## config.mk

```make
export PLATFORM = sky130hd
export DESIGN_NAME = i2c_event_irq_dma_logic
export DESIGN_NICKNAME = d
export VERILOG_FILES = /design/src/i2c_event_pkg.sv /design/src/i2c_event_irq_dma_logic.sv
export SDC_FILE = /design/constraint.sdc
export NUM_CORES = 1
export LEC_CHECK = 0
export ABC_AREA = 0
export ABC_CLOCK_PERIOD_IN_PS = 3300
export BUFFER_PORTS_ARGS = -buffer_cell sky130_fd_sc_hd__clkbuf_2
export CORE_ASPECT_RATIO = 1.4
export CORE_MARGIN = 8
export CORE_UTILIZATION = 66
export CTS_BUF_LIST = sky130_fd_sc_hd__clkbuf_4 sky130_fd_sc_hd__clkbuf_8
export CTS_CLUSTER_DIAMETER = 100
export DETAILED_ROUTE_END_ITERATION = 7
export PLACE_DENSITY = 0.88
export SETUP_SLACK_MARGIN = 0.3
export SYNTH_ARGS = -nofsm -noshare
export SYNTH_HDL_FRONTEND = slang
export SYNTH_SLANG_ARGS = --single-unit
```

## constraint.sdc

```tcl
create_clock -name clock -period 3.3 [get_ports clock]
set_clock_uncertainty 0.2 [all_clocks]
set_input_delay 0.165 -clock clock [delete_from_list [all_inputs] [get_ports clock]]
set_output_delay 0.165 -clock clock [all_outputs]
set_load 0.02 [all_outputs]
```

## src/i2c_event_pkg.sv

```systemverilog
// constants for the two-wire event, interrupt and dma request logic
package i2c_event_pkg;
  // register offsets on the plain register port
  localparam logic [3:0] OFS_STATUS_ONE = 4'h0;
  localparam logic [3:0] OFS_STATUS_TWO = 4'h1;
  localparam logic [3:0] OFS_DATA       = 4'h2;
  localparam logic [3:0] OFS_CONTROL    = 4'h3;
  localparam logic [3:0] OFS_VECTOR     = 4'h4;
  localparam logic [3:0] OFS_PRIO_PEND  = 4'h5;
  localparam logic [3:0] OFS_MASK       = 4'h6;
  localparam logic [3:0] OFS_RX_COUNT   = 4'h7;
  localparam logic [3:0] OFS_TX_COUNT   = 4'h8;
  localparam logic [3:0] OFS_RX_ADDR    = 4'h9;
  localparam logic [3:0] OFS_TX_ADDR    = 4'hA;
  // status one bit positions
  localparam int S1_EVENT = 7;
  localparam int S1_HEADER = 6;
  localparam int S1_SENDING = 5;
  localparam int S1_BYTE = 3;
  localparam int S1_START = 1;
  localparam int S1_ADDRM = 0;
  // status two bit positions
  localparam int S2_ADDRTX = 5;
  localparam int S2_NOACK = 4;
  localparam int S2_HALT = 3;
  localparam int S2_ARB = 2;
  localparam int S2_BUSERR = 1;
  localparam int S2_CLKLOW = 0;
  // control bit positions
  localparam int CR_ACK = 2;
  localparam int CR_STOP = 1;
  localparam int CR_ITE = 0;
  // priority/pending register positions
  localparam int PP_HOLD = 7;
  localparam int PP_ERRP = 6;
  localparam int PP_RXP = 5;
  localparam int PP_TXP = 4;
  // mask register positions
  localparam int MK_RXDMA = 7;
  localparam int MK_TXDMA = 6;
  localparam int MK_REOB = 5;
  localparam int MK_TEOB = 4;
  localparam int MK_ERRM = 2;
  localparam int MK_RXM = 1;
  localparam int MK_TXM = 0;
  // reset values
  localparam logic [7:0] RESET_PRIO_PEND = 8'h87;
  localparam logic [7:0] RESET_ZERO = 8'h00;
  // hardware vector low bits and the priority level that turns requests off
  localparam logic [2:0] VEC_ERROR = 3'h2;
  localparam logic [2:0] VEC_RX = 3'h4;
  localparam logic [2:0] VEC_TX = 3'h6;
  localparam logic [2:0] PRIO_OFF = 3'h7;
  // transaction limits
  localparam logic [16:0] MAX_REGFILE = 17'h000DE;
  localparam logic [16:0] MAX_MEMORY = 17'h10000;
  // two-phase clear sequence states
  typedef enum logic [1:0] {
    SEQ_IDLE = 2'b00,
    SEQ_READ = 2'b01
  } clear_seq_type;
endpackage : i2c_event_pkg

```

## src/i2c_event_irq_dma_logic.sv

```systemverilog
// event flags, interrupt sources, vectors and dma request logic
// What this block does
// - address match sets summary and match flags; status-one read clears them
// - received byte sets byte-done; status-one then data read, or dma, clears
// - byte to send sets byte-done; status-one then data write, or dma, clears
// - slave no-ack sets flags; release by stop pulse hides next halt event
// - slave stop sets halt flag; status-two read clears it
// - start sent sets start flag; status-one read then data write clears
// - address sent sets flag; status-one read then control write clears
// - header sent sets flag; status-one read then data write clears
// - byte-done with sending clear is rx source, with sending set tx source
// - dma in a direction suppresses its data interrupt, vector signals block end
// - error source raised by any error-type event flag
// - vector is five programmed bits plus three hardware bits 010/100/110
// - priority zero highest, all ones never served so request is off
// - internal order error, receive, transmit; block ends share data slots
// - source events set pending; request only when masked in and priority ok
// - pending and mask set keep the request up continuously, error request only with global enable
// - error pending forced high while any error flag is set
// - hold bit clear lets dma outrank; set with error pending pauses dma
// - counts limited to 222 register file or 65536 memory transactions
// - each transfer increments address and decrements counter
// - counter at zero raises block end pending, ignores global enable
// - global enable needed for flag interrupts; summary excludes block end
module i2c_event_irq_dma_logic (
  // clock and reset
  input  wire logic       clock,
  input  wire logic       resetn,
  // register port
  input  wire logic [3:0] regAddr,
  input  wire logic [7:0] regWdata,
  input  wire logic       regWrite,
  input  wire logic       regRead,
  output logic      [7:0] regRdata,
  // bus events from the shifter, one-cycle pulses, and the sending-side level
  input  wire logic       evAddrMatch,
  input  wire logic       evByteRx,
  input  wire logic       evByteTx,
  input  wire logic       evNoAck,
  input  wire logic       evHalt,
  input  wire logic       evStartSent,
  input  wire logic       evAddrSent,
  input  wire logic       evHeaderSent,
  input  wire logic       evArbLost,
  input  wire logic       evBusError,
  input  wire logic       evClockLow,
  input  wire logic       sendingSide,
  // dma channel side
  input  wire logic       dmaRxDone,
  input  wire logic       dmaTxDone,
  input  wire logic       rxRegFile,
  input  wire logic       txRegFile,
  output logic            dmaRxReq,
  output logic            dmaTxReq,
  output logic      [7:0] dataOut,
  input  wire logic [7:0] dataIn,
  // interrupt side
  output logic            irqReq,
  output logic      [7:0] irqVector,
  output logic      [2:0] irqLevel
);
  // status and control storage
  logic [7:0] control;
  logic [7:0] vectorHigh;
  logic [7:0] prioPend;
  logic [7:0] mask;
  logic [7:0] dataReg;
  logic [16:0] rxCount;
  logic [16:0] txCount;
  logic [15:0] rxAddr;
  logic [15:0] txAddr;
  logic addrMatch, byteDone, noAck, halt, startSent, addrSent, headerSent;
  logic arbLost, busError, clockLow, sending, hideHalt, stopPrev;
  i2c_event_pkg::clear_seq_type seq;
  logic [7:0] rdata;

  // access decode
  wire rdS1 = regRead && regAddr == i2c_event_pkg::OFS_STATUS_ONE;
  wire rdS2 = regRead && regAddr == i2c_event_pkg::OFS_STATUS_TWO;
  wire rdDr = regRead && regAddr == i2c_event_pkg::OFS_DATA;
  wire wrDr = regWrite && regAddr == i2c_event_pkg::OFS_DATA;
  wire wrCr = regWrite && regAddr == i2c_event_pkg::OFS_CONTROL;
  wire wrPp = regWrite && regAddr == i2c_event_pkg::OFS_PRIO_PEND;
  wire wrMk = regWrite && regAddr == i2c_event_pkg::OFS_MASK;
  wire armed = seq == i2c_event_pkg::SEQ_READ;
  // line release: stop bit written low after being high
  wire release_ = wrCr && stopPrev && !regWdata[i2c_event_pkg::CR_STOP];
  wire dmaDone = dmaRxDone || dmaTxDone;

  wire summary = addrMatch | byteDone | noAck | halt | startSent | addrSent | headerSent |
                 arbLost | busError | clockLow;
  wire errFlags = addrMatch | startSent | noAck | halt | arbLost | busError | headerSent |
                  addrSent | clockLow;
  wire rxSource = byteDone && !sending;
  wire txSource = byteDone && sending;
  wire rxIrqEv = rxSource && !mask[i2c_event_pkg::MK_RXDMA];
  wire txIrqEv = txSource && !mask[i2c_event_pkg::MK_TXDMA];
  wire irq_global_enable = control[i2c_event_pkg::CR_ITE];

  // status-one read arms the second access of a clear sequence
  always_ff @(posedge clock or negedge resetn) begin
    if (!resetn) begin
      seq <= i2c_event_pkg::SEQ_IDLE;
    end else if (rdS1) begin
      seq <= i2c_event_pkg::SEQ_READ;
    end else if (rdDr || wrDr || wrCr) begin
      seq <= i2c_event_pkg::SEQ_IDLE;
    end
  end

  // event flags: set wins over clear
  always_ff @(posedge clock or negedge resetn) begin
    if (!resetn) begin
      addrMatch <= 1'b0;
      byteDone <= 1'b0;
      noAck <= 1'b0;
      halt <= 1'b0;
      startSent <= 1'b0;
      addrSent <= 1'b0;
      headerSent <= 1'b0;
      arbLost <= 1'b0;
      busError <= 1'b0;
      clockLow <= 1'b0;
      sending <= 1'b0;
      hideHalt <= 1'b0;
      stopPrev <= 1'b0;
    end else begin
      sending <= sendingSide;
      if (wrCr) begin
        stopPrev <= regWdata[i2c_event_pkg::CR_STOP];
      end
      addrMatch <= evAddrMatch || (addrMatch && !rdS1);
      byteDone <= evByteRx || evByteTx || evNoAck ||
                  (byteDone && !(armed && (rdDr || wrDr)) && !dmaDone && !release_ && !(noAck && wrDr));
      noAck <= evNoAck || (noAck && !rdS1);
      // a release hides the following halt event
      hideHalt <= release_ || (hideHalt && !evHalt && !evStartSent);
      halt <= (evHalt && !hideHalt) || (halt && !rdS2);
      startSent <= evStartSent || (startSent && !(armed && wrDr));
      addrSent <= evAddrSent || (addrSent && !(armed && wrCr));
      headerSent <= evHeaderSent || (headerSent && !(armed && wrDr));
      arbLost <= evArbLost || (arbLost && !rdS2);
      busError <= evBusError || (busError && !rdS2);
      clockLow <= evClockLow || (clockLow && !rdS2);
    end
  end

  // software registers
  always_ff @(posedge clock or negedge resetn) begin
    if (!resetn) begin
      control <= i2c_event_pkg::RESET_ZERO;
      vectorHigh <= i2c_event_pkg::RESET_ZERO;
      dataReg <= i2c_event_pkg::RESET_ZERO;
    end else begin
      if (wrCr) begin
        control <= regWdata;
      end
      if (regWrite && regAddr == i2c_event_pkg::OFS_VECTOR) begin
        vectorHigh <= {regWdata[7:3], 3'h0};
      end
      if (wrDr) begin
        dataReg <= regWdata;
      end else if (dmaRxReq) begin
        dataReg <= dataIn;
      end
    end
  end

  // pending bits: hardware set beats software clear
  // error pending follows the flags even without the global enable
  wire setErr = errFlags;
  wire setRx = irq_global_enable && rxIrqEv;
  wire setTx = irq_global_enable && txIrqEv;
  // block end on the last transfer of a direction
  wire rxEnd = dmaRxReq && rxCount == 17'h00001;
  wire txEnd = dmaTxReq && txCount == 17'h00001;
  always_ff @(posedge clock or negedge resetn) begin
    if (!resetn) begin
      prioPend <= i2c_event_pkg::RESET_PRIO_PEND;
      mask <= i2c_event_pkg::RESET_ZERO;
    end else begin
      if (wrPp) begin
        prioPend <= regWdata;
      end
      if (setErr) begin
        prioPend[i2c_event_pkg::PP_ERRP] <= 1'b1;
      end
      if (setRx) begin
        prioPend[i2c_event_pkg::PP_RXP] <= 1'b1;
      end
      if (setTx) begin
        prioPend[i2c_event_pkg::PP_TXP] <= 1'b1;
      end
      if (wrMk) begin
        mask <= regWdata;
      end
      // block end pending, no global enable
      if (rxEnd) begin
        mask[i2c_event_pkg::MK_REOB] <= 1'b1;
        mask[i2c_event_pkg::MK_RXDMA] <= 1'b0;
      end
      if (txEnd) begin
        mask[i2c_event_pkg::MK_TEOB] <= 1'b1;
        mask[i2c_event_pkg::MK_TXDMA] <= 1'b0;
      end
    end
  end

  // dma counters and addresses
  function automatic logic [16:0] clamp_count(input logic [7:0] v, input logic rf);
    logic [16:0] lim;
    lim = rf ? i2c_event_pkg::MAX_REGFILE : i2c_event_pkg::MAX_MEMORY;
    clamp_count = ({9'h000, v} > lim) ? lim : {9'h000, v};
  endfunction : clamp_count

  always_ff @(posedge clock or negedge resetn) begin
    if (!resetn) begin
      rxCount <= 17'h00000;
      txCount <= 17'h00000;
      rxAddr <= 16'h0000;
      txAddr <= 16'h0000;
    end else begin
      if (regWrite && regAddr == i2c_event_pkg::OFS_RX_COUNT) begin
        rxCount <= clamp_count(regWdata, rxRegFile);
      end else if (dmaRxReq) begin
        rxCount <= rxCount - 17'h00001;
        rxAddr <= rxAddr + 16'h0001;
      end
      if (regWrite && regAddr == i2c_event_pkg::OFS_TX_COUNT) begin
        txCount <= clamp_count(regWdata, txRegFile);
      end else if (dmaTxReq) begin
        txCount <= txCount - 17'h00001;
        txAddr <= txAddr + 16'h0001;
      end
      if (regWrite && regAddr == i2c_event_pkg::OFS_RX_ADDR) begin
        rxAddr <= {8'h00, regWdata};
      end
      if (regWrite && regAddr == i2c_event_pkg::OFS_TX_ADDR) begin
        txAddr <= {8'h00, regWdata};
      end
    end
  end

  wire dmaPause = prioPend[i2c_event_pkg::PP_HOLD] && prioPend[i2c_event_pkg::PP_ERRP];
  // dma per direction only when enabled
  assign dmaRxReq = mask[i2c_event_pkg::MK_RXDMA] && rxSource && !dmaPause && rxCount != 17'h00000;
  assign dmaTxReq = mask[i2c_event_pkg::MK_TXDMA] && txSource && !dmaPause && txCount != 17'h00000;

  // request arbitration
  wire [2:0] level = prioPend[2:0];
  // keep requesting while pending and masked
  // flag-based error requests need the global enable
  wire reqErr = irq_global_enable && (prioPend[i2c_event_pkg::PP_ERRP] || errFlags) && mask[i2c_event_pkg::MK_ERRM];
  wire reqRx = (prioPend[i2c_event_pkg::PP_RXP] || mask[i2c_event_pkg::MK_REOB]) && mask[i2c_event_pkg::MK_RXM];
  wire reqTx = (prioPend[i2c_event_pkg::PP_TXP] || mask[i2c_event_pkg::MK_TEOB]) && mask[i2c_event_pkg::MK_TXM];
  wire [2:0] lowBits = reqErr ? i2c_event_pkg::VEC_ERROR : reqRx ? i2c_event_pkg::VEC_RX : i2c_event_pkg::VEC_TX;
  wire anyReq = (reqErr || reqRx || reqTx) && level != i2c_event_pkg::PRIO_OFF;

  // interrupt outputs registered
  always_ff @(posedge clock or negedge resetn) begin
    if (!resetn) begin
      irqReq <= 1'b0;
      irqVector <= 8'h00;
      irqLevel <= i2c_event_pkg::PRIO_OFF;
    end else begin
      irqReq <= anyReq;
      irqVector <= {vectorHigh[7:3], lowBits};
      irqLevel <= level;
    end
  end

  // read mux
  always_comb begin
    rdata = 8'h00;
    case (regAddr)
      i2c_event_pkg::OFS_STATUS_ONE: rdata = {summary, headerSent, sending, 1'b0, byteDone, 1'b0, startSent, addrMatch};
      i2c_event_pkg::OFS_STATUS_TWO: rdata = {2'h0, addrSent, noAck, halt, arbLost, busError, clockLow};
      i2c_event_pkg::OFS_DATA: rdata = dataReg;
      i2c_event_pkg::OFS_CONTROL: rdata = control;
      i2c_event_pkg::OFS_VECTOR: rdata = vectorHigh;
      i2c_event_pkg::OFS_PRIO_PEND: rdata = prioPend;
      i2c_event_pkg::OFS_MASK: rdata = mask;
      i2c_event_pkg::OFS_RX_COUNT: rdata = rxCount[7:0];
      i2c_event_pkg::OFS_TX_COUNT: rdata = txCount[7:0];
      i2c_event_pkg::OFS_RX_ADDR: rdata = rxAddr[7:0];
      i2c_event_pkg::OFS_TX_ADDR: rdata = txAddr[7:0];
      default: rdata = 8'h00;
    endcase
  end

  // read data one cycle later, data to dma registered
  always_ff @(posedge clock or negedge resetn) begin
    if (!resetn) begin
      regRdata <= 8'h00;
      dataOut <= 8'h00;
    end else begin
      regRdata <= regRead ? rdata : 8'h00;
      dataOut <= dataReg;
    end
  end

  // checks
  // match clears on read
  chk_match_clear: assert property (@(posedge clock) disable iff (!resetn)
    rdS1 && !evAddrMatch |=> !addrMatch) else $error("match not cleared");
  chk_halt_clear: assert property (@(posedge clock) disable iff (!resetn)
    rdS2 && !evHalt |=> !halt) else $error("halt not cleared");
  chk_summary_or: assert property (@(posedge clock) disable iff (!resetn)
    summary == (errFlags || byteDone)) else $error("summary mismatch");
  chk_dma_pause: assert property (@(posedge clock) disable iff (!resetn)
    dmaPause |-> !dmaRxReq && !dmaTxReq) else $error("dma not paused");
  chk_level_off: assert property (@(posedge clock) disable iff (!resetn)
    level == 3'h7 |=> !irqReq) else $error("request at lowest level");
  chk_vector_bits: assert property (@(posedge clock) disable iff (!resetn)
    reqErr |=> irqVector[2:0] == 3'h2) else $error("bad error vector");
  chk_err_forced: assert property (@(posedge clock) disable iff (!resetn)
    errFlags |=> prioPend[i2c_event_pkg::PP_ERRP]) else $error("error pending not set");
  chk_block_end: assert property (@(posedge clock) disable iff (!resetn)
    rxEnd |=> mask[5]) else $error("block end not pending");
  chk_start_hold: assert property (@(posedge clock) disable iff (!resetn)
    startSent && !wrDr |=> startSent) else $error("start flag lost");
  chk_dma_clear: assert property (@(posedge clock) disable iff (!resetn)
    dmaRxDone && !evByteRx && !evByteTx && !evNoAck |=> !byteDone) else $error("byte done not cleared by dma");
  chk_release_hide: assert property (@(posedge clock) disable iff (!resetn)
    hideHalt && evHalt && !halt |=> !halt) else $error("halt seen after release");
  chk_dma_suppress: assert property (@(posedge clock) disable iff (!resetn)
    mask[i2c_event_pkg::MK_RXDMA] && !wrPp |=> !$rose(prioPend[i2c_event_pkg::PP_RXP])) else $error("rx pending with dma");
  chk_rx_persist: assert property (@(posedge clock) disable iff (!resetn)
    prioPend[i2c_event_pkg::PP_RXP] && mask[i2c_event_pkg::MK_RXM] && level != i2c_event_pkg::PRIO_OFF |=> irqReq)
    else $error("rx request dropped");
  // no receive or transmit pending without global enable
  chk_ite_gate: assert property (@(posedge clock) disable iff (!resetn)
    !irq_global_enable && !wrPp |=> !$rose(prioPend[i2c_event_pkg::PP_RXP]) && !$rose(prioPend[i2c_event_pkg::PP_TXP]))
    else $error("data pending without global enable");
  chk_count_step: assert property (@(posedge clock) disable iff (!resetn)
    dmaRxReq && !(regWrite && regAddr == i2c_event_pkg::OFS_RX_COUNT) |=> rxCount == $past(rxCount) - 17'h00001)
    else $error("rx count not decremented");
  chk_tx_block_end: assert property (@(posedge clock) disable iff (!resetn)
    txEnd |=> mask[i2c_event_pkg::MK_TEOB] && !mask[i2c_event_pkg::MK_TXDMA]) else $error("tx block end not pending");
  cov_rx_irq: cover property (@(posedge clock) disable iff (!resetn) setRx ##1 irqReq);
  cov_dma_end: cover property (@(posedge clock) disable iff (!resetn) txEnd);
  cov_err_irq: cover property (@(posedge clock) disable iff (!resetn) reqErr ##1 irqReq);
endmodule : i2c_event_irq_dma_logic

```

After elaboration in Yosys (flattened, before gate mapping)
Cells that the tools add are included.
{ "word_totals": {"regBits": 146, "wordCells": 210, "inputBits": 40, "out_inout_bits": 30} }
{ "op_classes": {"add_sub_neg": 4, "bitwise_logic": 17, "n_reduce_logical": 107, "mux": 31, "order_cmp": 2, "eq_ne": 16} }
{ "ops": {"columns": ["cell", "n"], "rows": [
  ["$mux 17", 8],
  ["$mux 16", 6],
  ["$pmux 8 s11", 1],
  ["$logic_and 1x1->1", 54],
  ["$eq 17x1->1 const B", 2],
  ["$gt 8x17->1", 2],
  ["$reduce_bool 17->1", 2],
  ["$sub 17x1->17 const B", 2],
  ["$add 16x1->16 const B", 2],
  ["$mux 8", 4],
  ["$reduce_bool 2->1", 11],
  ["$logic_or 1x1->1", 21],
  ["$or 1x1->1", 17],
  ["$eq 4x3->1 const B", 4],
  ["$logic_not 1->1", 16],
  ["$eq 4x4->1 const B", 3],
  ["$eq 4x2->1 const B", 2],
  ["$mux 1", 7],
  ["$mux 7", 1],
  ["$mux 2", 3],
  ["$eq 4x1->1 const B", 1],
  ["$logic_not 4->1", 1],
  ["$ne 2x1->1 const B", 2],
  ["$reduce_and 2->1", 2],
  ["3 further kinds", 3]
]} }

Depth between registers and ports, before layout
{ "logic_depth": {"ltp_word": 14, "ltp_mapped": 9, "ltp_nobuf": 8} }

Worst setup path before layout
No wires, ideal clock.
{ "synth_path": {"path_type": "register -> register", "start": "reg txCount[3]", "end": "reg txCount[8]", "period_less_slack_ns": 2.207, "arrival_time_ns": 1.875, "required_time_ns": 2.968, "setup_time_ns": 0.132, "slack_ns": 1.093, "path_stages_with_launch": 6, "n_path_buf": 0, "cell_sequence": "dfrtp_1 or4_4 or4_4 or3_1 xor2_1 nor2_1"} }
{ "synth_between": {"elab_chain_len": 3, "word_cells_on_any_way": 6, "cone_classes": "add/sub: 1; mux: 2; reduce/logical: 3"} }
{ "synth_rtl": {"columns": ["element", "line_no", "text"], "rows": [
  ["start, declared", "i2c_event_irq_dma_logic.sv:69", "logic [16:0] txCount;"],
  ["start signal, assigned", "i2c_event_irq_dma_logic.sv:230", "txCount <= clamp_count(regWdata, txRegFile);"],
  ["start signal, assigned", "i2c_event_irq_dma_logic.sv:232", "txCount <= txCount - 17'h00001;"],
  ["$sub 17x1->17 / $reduce_bool 17->1 (equally long branches)", "i2c_event_irq_dma_logic.sv:232, i2c_event_irq_dma_logic.sv:247", null],
  ["$mux 17 / $logic_and 1x1->1 (equally long branches)", "i2c_event_irq_dma_logic.sv:231, i2c_event_irq_dma_logic.sv:247", null],
  ["$mux 17 / $reduce_bool 2->1 (equally long branches)", null, null]
]} }
Several ways; a longest one is shown, not always the timed one. The select of a mux whose other input is x is not followed.
A chain may end at the register's enable or synchronous reset.

Worst setup path in the final report
{ "layout_path": {"start": "reg rxCount[12]", "end": "out dmaRxReq"} }
{ "layout_between": {"elab_chain_len": 2} }
{ "layout_rtl": {"columns": ["element", "line_no", "text"], "rows": [
  ["start, declared", "i2c_event_irq_dma_logic.sv:68", "logic [16:0] rxCount;"],
  ["start signal, assigned", "i2c_event_irq_dma_logic.sv:224", "rxCount <= clamp_count(regWdata, rxRegFile);"],
  ["start signal, assigned", "i2c_event_irq_dma_logic.sv:226", "rxCount <= rxCount - 17'h00001;"],
  ["$reduce_bool 17->1", "i2c_event_irq_dma_logic.sv:246", "assign dmaRxReq = mask[i2c_event_pkg::MK_RXDMA] && rxSource && !dmaPause && rxCount != 17'h00000;"],
  ["$logic_and 1x1->1", "i2c_event_irq_dma_logic.sv:246", null],
  ["end, declared", "i2c_event_irq_dma_logic.sv:53", "output logic dmaRxReq,"]
]} }
No other way between the ends.

==> run_results.csv <==
group,metric,value,unit
timing,setup_viol,0,
logic_synthesis,ys_top_cells_by_area,"dfrtp_1 (44%), mux2_2 (4.0%), ha_1 (3.3%)",
cts,cts.sink_count,127,
die,die_area,13900,sq um
timing,post-route-min-period,2910,ps
timing,hold_violations,8,
critical_path,cpMaxStageDelayCell,"or4_1",
routing,vias,6419,
place,port_buffers,68,
global_routing,grt_pass1_wl,34500,microns
timing,tightestPinTransition,837,ps
outcome,violations,"negative hold slack",
power,internal_power,3.33,mW
logic_synthesis,yosys_most_used_dff,"dfrtp_1",
critical_path,crit_path_max_fanout,19,
routing,viasPerCell,6.85,
routing,drt-pass1-iter-count,7,
cts,insertion_delay,460,ps
global_routing,grt_max_degree,59,
final_layout,area_delta_synth_final,18.7,%
timing,holdWs,-3.64,ps
final_layout,finalNetCount,844,
cts,cts_setup_buffers,0,
power,power_density,647,nW/um^2
power,p_comb_share,25.8,%
critical_path,endpoint_kind,"primary output",
final_layout,antenna_cells,0,
die,io_pins,70,
timing,fin_setup_tns,0,ps
logic_synthesis,async_flop_share,100,%
critical_path,arrival,2540,ps
logic_synthesis,synth_area_leader_cell,"dfrtp_1",
global_routing,grt_pass1_vias,6487,
timing,slew_viol_final,0,
logic_synthesis,synthesis.area,6840,sq um
final_layout,finalInstanceArea,8120,sq um
power,seqPwrFrac,47.1,%
outcome,status,"complete, but fails checks",
place,place_area,7320,sq um
cts,cts.path.max_buffers,2,
logic_synthesis,syn_nets,743,
routing,wl,22000,microns
timing,relSlewSlack,44.0,%
critical_path,critPathKind,"register to primary output",
cts,cts_root_buf,"clkbuf_8",
global_routing,antenna_found_initial,0,
logic_synthesis,yosysWarnings,0,
die,rows,44,
logic_synthesis,ys_types,68,
logic_synthesis,synth_edf_count,0,
logic_synthesis,syn_inst,685,
critical_path,cp-start-kind,"register",
logic_synthesis,synth_top_area_share,43.9,%
routing,ant_nets,0,
flow_run,maxCapViolCount,0,
global_routing,track_usage,32.9,%
logic_synthesis,synth_area_per_cell,9.99,sq um
die,die_w,102,microns
place,gp_congestion,0.982,
place,place_hpwl,14500,microns
cts,cts_buffers,17,
timing,timing.final.crit_share,88.1,%
critical_path,cp_cell_sequence,"or4_1 -> and4bb_2 -> nor2_1 -> buf_4 -> clkbuf_2",
power,p_clk_share,27.0,%
logic_synthesis,seq_area_frac_synth,46.6,%
global_routing,overflow,0,
die,die-height,136,microns
min_path,holdCritPathClass,"input port to asynchronous set/reset pin",
critical_path,cpPeakStageDelay,610,ps
logic_synthesis,synth_common_cells,"dfrtp_1 (120), nor2_1 (53), nand2_1 (48), o21ai_0 (35), a21oi_1 (32)",
routing,first_iter_violations,631,
timing,max_clock_freq,0.344,GHz
power,swShare,36.5,%
die,start_util,66.8,%
logic_synthesis,synth_seq_cells,127,
cts,tritoncts,"built",
power,power.switching,1.92,mW
final_layout,drive_above_1_share,20.3,%
final_layout,fill_cells,613,
timing,rsz0062_at_grt,"false",
critical_path,reg2regPathDepth,6,
critical_path,required,2930,ps
cts,cts.reportedPaths.clkPinSlew,90,ps
logic_synthesis,synth_most_common_cell,"dfrtp_1",
power,p_leak,3.35,nW
die,design.core.area,10200,sq um
routing,wl_per_cell,23.5,microns
power,ir_drop,0.374,mV
routing,drc_errors,0,
cts,htreeDepth,4,
[layer usage]
metal	track usage, %	up-vias	share of wire [%]	routed length, microns
li1	-	2745	-	-
met1	37.0	3065	36	7910
met2	53.2	486	48	10600
met3	8.30	123	9.5	2090
met4	23.1	0	6.6	1450
met5	0	-	0	0
[sequential cells by signal (all words and copies together), names as in the netlist, 3 cells and up]
register and count:
dataReg 8, txCount 17, irqLevel 3, txAddr 8, rxCount 17, vectorHigh 5
dataOut 8, regRdata 8, prioPend 8, mask 8, rxAddr 8, control 8
irqVector 7
[placed cells by master (no fill, tap or decap), drive strengths merged, types with 15 or more instances in the layout]
cell,count
dfrtp,120
clkbuf,85
nor2,53
nand2,48
dlygate4sd3,38
o21ai,35
a21oi,32
nor3,27
nand3,25
mux2,25
xnor2,24
mux2i,19
nor4,19
ha,18
buf,17
inv,15
[timing repair]
| item | in CTS | in global routing |
|---|---|---|
| resized for setup | 0 | 1 |
| hold buffers | 38 | 0 |
| endpoints found under the setup margin | 0 | 1 |
| endpoints found under the hold margin | 120 | 0 |
[power groups by stage]
stage | combinational, mW | clock [mW] | sequential [mW]
final | 1.36 | 1.42 | 2.47
after global routing | 1.46 | 1.49 | 2.50
after CTS | 1.32 | 1.41 | 2.43
after detailed placement | 1.27 | 0 | 2.46
after global placement | 1.23 | 0 | 2.43
after floorplan | 0.793 | 0 | 2.40
[per-stage QoR]
step | setup slack, ps | utilization (%) | hold slack (ps) | total power, mW | cells
floorplan | 1090 | - | -331 | 3.19 | 685
global placement | 755 | 71.5 | -70.6 | 3.66 | 867
detailed placement | 670 | 71.5 | -54.8 | 3.73 | 867
CTS | 399 | 79.2 | 8.35 | 5.16 | 937
global route | 315 | 79.3 | 25.6 | 5.44 | 937
finish | 393 | 79.3 | -3.64 | 5.25 | 937
[worst max-delay path, delay by kind of cell (launching register included)]
| family | cells | cell delay (ps) |
|---|---|---|
| and+or+nand+nor | 3 | 1270 |
| buffers and inverters | 2 | 400 |
| DFF | 1 | 400 |
[cell families (layout without fill, tap and decap cells)]
| logic type | count (synthesis) | in the layout | share of synthesized area, % |
|---|---|---|---|
| flops | 127 | 127 | 46.6 |
| xor+xnor | 35 | 35 | 4.48 |
| buf+inv | 54 | 168 | 3.22 |
| fa+ha+maj | 18 | 18 | 3.29 |
| compound gates | 152 | 152 | 14.9 |
| other cells | 1 | 1 | 0.0548 |
| mux | 47 | 47 | 7.88 |
| simple gates | 251 | 251 | 19.6 |
[area by class of cell]
class                      instances  area, sq um  area share (%)
clock buffer                      18          241            2.97
clock inverter                    14          169            2.08
inverter                          14         52.6           0.647
multi-input combinational        504         3440            42.4
sequential                       127         3190            39.3
tap                              138          173            2.13
timing repair buffer             122          856            10.5
[final timing paths]
kind | slack (ps) | endpoint | startpoint
worst min-delay path | -4 | dataReg[6]$_DFFE_PN0P_ | resetn
worst max-delay path | 390 | dmaRxReq | rxCount[12]$_DFFE_PN0P_
max in group asynchronous | 2040 | rxAddr[7]$_DFFE_PN0P_ | resetn
worst max register to register | 490 | dataReg[1]$_DFFE_PN0P_ | rxCount[12]$_DFFE_PN0P_
min in group clock | 30 | txAddr[5]$_DFFE_PN0P_ | regWdata[5]
worst min register to register | 190 | irqLevel[1]$_DFF_PN1_ | prioPend[1]$_DFFE_PN1P_
(Power assumes the default switching activity.)
